File: src/rtl/osm_params.svh
// constants of the eight-lane select register map and its parameter table bytes
// assumes inclusion by osm_pkg.sv and the design modules, in any order
`ifndef OSM_PARAMS_SVH
`define OSM_PARAMS_SVH

// register command codes
`define OSM_CMD_WR_REG 8'h71
`define OSM_CMD_RD_REG 8'h65

// register addresses
`define OSM_ADDR_NV_CFG5 24'h000006
`define OSM_ADDR_VOL_CFG5 24'h800006

// position of the eight-lane select bit in both copies
`define OSM_SEL_BIT 0

// reset and power-up values
`define OSM_NV_CFG5_DEFAULT 8'h00
`define OSM_VOL_CFG5_RESET 8'h00

// parameter table byte addresses of the select map
`define OSM_TBL_FIRST 9'h1A2
`define OSM_TBL_LAST 9'h1AF
`define OSM_TBL_VOL_DESC 9'h1AB
`define OSM_TBL_VOL_ADDR 9'h1AA
`define OSM_TBL_NV_DESC 9'h1AF
`define OSM_TBL_NV_ADDR 9'h1AE
`define OSM_TBL_UNSUPP_A 9'h1A2
`define OSM_TBL_UNSUPP_B 9'h1A6
`define OSM_TBL_VOL_WR 9'h1A8
`define OSM_TBL_VOL_RD 9'h1A9
`define OSM_TBL_NV_WR 9'h1AC
`define OSM_TBL_NV_RD 9'h1AD

// descriptor fields of the top byte of each select map double-word
`define OSM_DESC_SUPPORTED 1'h1
`define OSM_DESC_POL_POSITIVE 1'h0
`define OSM_DESC_NO_OTP 1'h0
`define OSM_DESC_BY_ADDR_CMD 1'h1
`define OSM_DESC_RSVD 1'h0
`define OSM_DESC_BITLOC 3'h0
`define OSM_TBL_NOT_SUPP 8'hFF
`define OSM_TBL_FILL 8'h00

`endif

File: src/rtl/osm_pkg.sv
// types shared by the eight-lane select map block
// assumes osm_params.svh on the include path
`include "osm_params.svh"

package osm_pkg;

    typedef enum logic [1:0] {
        OSM_ST_LOAD = 2'h1,
        OSM_ST_RUN = 2'h2
    } osm_state_e;

    typedef struct packed {
        logic valid;
        logic [7:0] cmd;
        logic [23:0] addr;
        logic [7:0] wdata;
    } osm_req_s;

    typedef struct packed {
        logic valid;
        logic err;
        logic [7:0] data;
    } osm_rsp_s;

    typedef struct packed {
        osm_state_e state;
        logic [7:0] nv_cfg5;
        logic [7:0] vol_cfg5;
        osm_rsp_s rsp;
        logic [7:0] tbl_data;
        logic tbl_valid;
        logic octal_en;
    } osm_state_s;

endpackage

File: src/rtl/osm_select_map.sv
// eight-lane select registers reached by addressed register commands,
// plus the parameter table bytes that describe them
// assumes the serial front end has decoded command, address and data into one
// request pulse, all synchronous to i_clk
`timescale 1ns/1ps
`include "osm_params.svh"

module osm_select_map #(
    parameter logic [7:0] NV_DEFAULT = `OSM_NV_CFG5_DEFAULT
) (
    input wire logic i_clk, // 10 MHz clock
    input wire logic i_sys_rst, // synchronous reset, active high
    input wire logic i_por, // power-on, clears stored copy, active high
    input wire osm_pkg::osm_req_s i_req, // decoded register command
    input wire logic i_tbl_rd, // table byte read strobe
    input wire logic [8:0] i_tbl_addr, // table byte address
    output osm_pkg::osm_rsp_s o_rsp, // register command answer
    output logic [7:0] o_tbl_data, // table byte
    output logic o_tbl_valid, // table byte valid pulse
    output logic o_octal_en // eight-lane operation selected
);

    osm_pkg::osm_state_s cur;
    osm_pkg::osm_state_s next_cur;
    logic [7:0] tbl_byte;

    function automatic logic is_nv(input logic [23:0] a);
        is_nv = (a == `OSM_ADDR_NV_CFG5);
    endfunction

    function automatic logic is_vol(input logic [23:0] a);
        is_vol = (a == `OSM_ADDR_VOL_CFG5);
    endfunction

    osm_table u_table (
        .i_addr(i_tbl_addr),
        .o_data(tbl_byte)
    );

    always_comb begin
        next_cur = cur;
        next_cur.rsp = '0;
        next_cur.tbl_valid = 1'b0;
        case (cur.state)
            osm_pkg::OSM_ST_LOAD: begin
                // stored setting decides lane count before any command is served
                next_cur.vol_cfg5 = cur.nv_cfg5;
                next_cur.state = osm_pkg::OSM_ST_RUN;
            end
            osm_pkg::OSM_ST_RUN: begin
                if (i_req.valid) begin
                    case (i_req.cmd)
                        `OSM_CMD_WR_REG: begin
                            // the stored copy has no lock, so every write lands
                            if (is_nv(i_req.addr)) begin
                                next_cur.nv_cfg5 = i_req.wdata;
                            end else if (is_vol(i_req.addr)) begin
                                next_cur.vol_cfg5 = i_req.wdata;
                            end else begin
                                next_cur.rsp.err = 1'b1;
                            end
                            next_cur.rsp.valid = 1'b1;
                        end
                        `OSM_CMD_RD_REG: begin
                            if (is_nv(i_req.addr)) begin
                                next_cur.rsp.data = cur.nv_cfg5;
                            end else if (is_vol(i_req.addr)) begin
                                next_cur.rsp.data = cur.vol_cfg5;
                            end else begin
                                next_cur.rsp.err = 1'b1;
                            end
                            next_cur.rsp.valid = 1'b1;
                        end
                        default: begin
                            // no bit-set commands exist; anything else is refused
                            next_cur.rsp.valid = 1'b1;
                            next_cur.rsp.err = 1'b1;
                        end
                    endcase
                end
            end
            default: next_cur.state = osm_pkg::OSM_ST_LOAD;
        endcase
        if (i_tbl_rd) begin
            next_cur.tbl_data = tbl_byte;
            next_cur.tbl_valid = 1'b1;
        end
        // positive polarity: a one in bit zero means eight lanes
        next_cur.octal_en = next_cur.vol_cfg5[`OSM_SEL_BIT];
        if (i_sys_rst) begin
            next_cur.state = osm_pkg::OSM_ST_LOAD;
            next_cur.vol_cfg5 = `OSM_VOL_CFG5_RESET;
            next_cur.rsp = '0;
            next_cur.tbl_data = `OSM_TBL_FILL;
            next_cur.tbl_valid = 1'b0;
            next_cur.octal_en = 1'b0;
        end
        // the stored copy survives a plain reset; only power-on clears it
        if (i_por) begin
            next_cur.nv_cfg5 = NV_DEFAULT;
        end
    end

    always_ff @(posedge i_clk) begin
        cur <= next_cur;
    end

    assign o_rsp = cur.rsp;
    assign o_tbl_data = cur.tbl_data;
    assign o_tbl_valid = cur.tbl_valid;
    assign o_octal_en = cur.octal_en;
endmodule // osm_select_map

File: src/rtl/osm_table.sv
// parameter table bytes that describe how the eight-lane mode is switched
// assumes a registered consumer; lookup is purely combinational
`timescale 1ns/1ps
`include "osm_params.svh"

module osm_table (
    input wire logic [8:0] i_addr, // table byte address
    output logic [7:0] o_data // byte at that address
);

    function automatic logic [7:0] desc_top(input logic nv);
        // supported, positive polarity, written by addressed command, location 000b
        desc_top = {`OSM_DESC_SUPPORTED, `OSM_DESC_POL_POSITIVE,
                    (nv ? `OSM_DESC_NO_OTP : `OSM_DESC_RSVD), `OSM_DESC_BY_ADDR_CMD,
                    `OSM_DESC_RSVD, `OSM_DESC_BITLOC};
    endfunction

    always_comb begin
        case (i_addr)
            `OSM_TBL_UNSUPP_A: o_data = `OSM_TBL_NOT_SUPP;
            `OSM_TBL_UNSUPP_B: o_data = `OSM_TBL_NOT_SUPP;
            `OSM_TBL_VOL_WR: o_data = `OSM_CMD_WR_REG;
            `OSM_TBL_VOL_RD: o_data = `OSM_CMD_RD_REG;
            // only the low address byte fits the descriptor field
            `OSM_TBL_VOL_ADDR: o_data = 8'(`OSM_ADDR_VOL_CFG5 & 24'h0000FF);
            `OSM_TBL_VOL_DESC: o_data = desc_top(1'b0);
            `OSM_TBL_NV_WR: o_data = `OSM_CMD_WR_REG;
            `OSM_TBL_NV_RD: o_data = `OSM_CMD_RD_REG;
            `OSM_TBL_NV_ADDR: o_data = 8'(`OSM_ADDR_NV_CFG5 & 24'h0000FF);
            `OSM_TBL_NV_DESC: o_data = desc_top(1'b1);
            default: o_data = `OSM_TBL_FILL;
        endcase
    end

endmodule // osm_table

File: config.mk
export PLATFORM = sky130hd
export DESIGN_NAME = osm_select_map
export DESIGN_NICKNAME = d
export VERILOG_FILES = /design/src/rtl/osm_pkg.sv /design/src/rtl/osm_select_map.sv /design/src/rtl/osm_table.sv
export VERILOG_INCLUDE_DIRS = /design/src /design/src/rtl
export SDC_FILE = /design/constraint.sdc
export NUM_CORES = 1
export LEC_CHECK = 0
export BUFFER_PORTS_ARGS = -buffer_cell sky130_fd_sc_hd__clkbuf_2
export CORE_MARGIN = 2
export CORE_UTILIZATION = 45
export CTS_BUF_LIST = sky130_fd_sc_hd__clkbuf_2
export DETAILED_ROUTE_END_ITERATION = 12
export PLACE_DENSITY = 0.8
export SYNTH_ARGS = -nofsm -noshare
export SYNTH_HDL_FRONTEND = slang
export SYNTH_SLANG_ARGS = --single-unit
File: constraint.sdc
create_clock -name i_clk -period 4.68 [get_ports i_clk]
set_clock_uncertainty 0.05 [all_clocks]
set_input_delay 0.936 -clock i_clk [delete_from_list [all_inputs] [get_ports i_clk]]
set_output_delay 0.936 -clock i_clk [all_outputs]
set_load 0.02 [all_outputs]
==> metrics.txt <==
num rows 23; Worst EP arrival 2.53 ns; Max Used Layer met4; largest net degree at the start of global routing 19; Cells after Synth a little over 200; DR WL met3 174 um; vias per std cell roughly 5.3; static leakage 0.000916 uW; Nets between 300 and 400; Post-DP Area 2030 um^2; Post-synth ARST share 0%; Final GP Congestion 0.860; fin cells 302; # DRC 0; CP max FO 11; DR pass1 iterations 4; Worst Hold Class reg -> reg; Min Clock Period, post-route 2.34 ns; worst skew pair latency roughly 0.38 ns; grt ovf 0; Seq/Total Area, Yosys 38.4%; Final HPWL DP 2880 um; DRT Wirelength 3840 um; Initial Utilization 46.2%; clk slew on worst S/H paths 0.18 ns; commonest non-fill, non-tap cells in the layout clkbuf_2 (79), dfxtp_1 (35), nand2_1 (16); final worst-path cycle share 50.0%; htree depth 2; WHS around 0.43 ns; Synth Register Bits 35; clock sinks 35; final setup fails 0; max-slew violation count 0; Slew headroom around two fifths; Post-Place Setup Slack about 1.9 ns; Critical Path RT 4.88 ns; fraction of layout cells with a size suffix above 1 34.5%; Crit. End Element flop; gr usage total 17.7%; number of global-route vias before repair ~1300; Placed Instances 294; Max Cap Viol 0; post-CTS setup buffers 0; RSZ-0062 raised after global routing no; met2 WL 1830 um; Worst Setup Path Type in -> reg; worst setup margin 2.34 ns; post-synthesis net count 256; WL per Instance approximately 13 um; Die Area ~4600 um^2; Max Fclk 428 MHz; Peak VDD IR approximately 0.13 mV; Post-synth EDFFs 0; final instance area 2070 um^2; synthesis-to-layout area growth 13.7%; final hold violations 0; IO Port Bufs between 70 and 80; most common cell after layout, fill and taps aside clkbuf_2; Avg Inst Size Synth 9.02 um^2; num ports 74; synthesized cell area approximately 1800 um^2; die height 67.7 um; CTS resizes 0; Netlist cell types 38; run status finished, final reports clean; Hold-fix buffers, CTS 0; Ys Warns 0; global-route wire length before repair between 6000 and 7000 um; die width 67.7 um; DRT antenna net count 0; Startpoint Class primary input; Synth Flop Type dfxtp_1; n_diodes 0; root buffer cell clkbuf_2; via count 1591; initial antenna violation count 0; Core Area 3940 um^2; Slew @ Worst Pin 0.904 ns; met1 WL 1770 um; clk buf depth 2; CTS buffer count 5; TritonCTS clock tree yes; DR iter-0 viols 78; power per cell area around 270 nW/um^2; setup TNS 0 ns
-- worst paths after layout --
kind / startpoint / end / slack (ns) / cells past startpoint
min reg2reg: o_tbl_data[4] / o_tbl_data[4] / 0.43 / 2
max: i_req[28] / cur[25] / 2.34 / 5
min: o_tbl_data[4] / o_tbl_data[4] / 0.43 / 2
max reg2reg: cur[37] / cur[33] / 2.96 / 4
-- power breakdown --
part	total (uW)	leakage, uW	switching (uW)	internal [uW]
Clock	140	0.0000330	99.3	40.8
Sequential	320	0.000284	7.53	312
Combinational	90.3	0.000599	47.4	42.9
Total	550	0.000916	154	396
-- flip-flops by register name (all words and copies together) (netlist names) --
register	flops
o_tbl_valid	1
cur	18
o_tbl_data	6
o_rsp	10
-- layer usage --
metal | GRT usage (%) | up-vias
met1 | 22.8 | 727
met3 | 4.83 | 5
met2 | 28.1 | 40
li1 | - | 819
met4 | 6.63 | 0
met5 | 0 | -
-- final cells by class --
type	count	area (um^2)
clock buffers	7	35.0
repair buffers	72	360
multi-input cells	135	902
flip-flops and latches	35	701
clock inverters	1	5.00
fillers	361	1870
inverters	2	7.51
well taps	50	62.6
-- Yosys cell counts, types with 3 or more instances --
cell type / number / area (um^2)
o31ai_1: 8 / 60.1
buf_4: 18 / 135
a22oi_1: 8 / 60.1
nor2_1: 11 / 41.3
nand3_1: 4 / 20.0
o21ai_0: 9 / 45.0
nand2_1: 16 / 60.1
xnor2_1: 3 / 26.3
nand4_1: 10 / 62.6
mux2i_1: 8 / 80.1
o21bai_1: 8 / 60.1
nor2b_1: 6 / 37.5
nand2b_1: 6 / 37.5
dfxtp_1: 35 / 701
clkbuf_1: 7 / 26.3
a21oi_1: 14 / 70.1
nor4_1: 3 / 18.8
-- per-stage QoR --
step | util [%] | total power, uW
2_1_floorplan | - | 383
3_3_place_gp | 51.6 | 414
3_5_place_dp | 51.6 | 416
4_1_cts | 52.6 | 551
5_1_grt | 52.6 | 577
6_report | 52.6 | 550
-- worst max-delay path: stages --
cell and delay, ns:
clkbuf_2 0.08, nor4b_1 0.42, and4_1 0.55, a41o_1 0.42, a22oi_1 0.13
-- cells by family (layout without fill, tap and decap cells) --
family                 count (synthesis)  count (layout)  synth area share, %
AO/OA/AOI/OAI                         51              51                 18.2
XOR/XNOR                               3               3                 1.44
buffers and inverters                 32              82                 12.1
flip-flops                            35              35                 38.4
multiplexers                           9               9                 5.01
AND/OR/NAND/NOR                       72              72                 24.8
No activity file was read; power rests on OpenSTA's default activity.
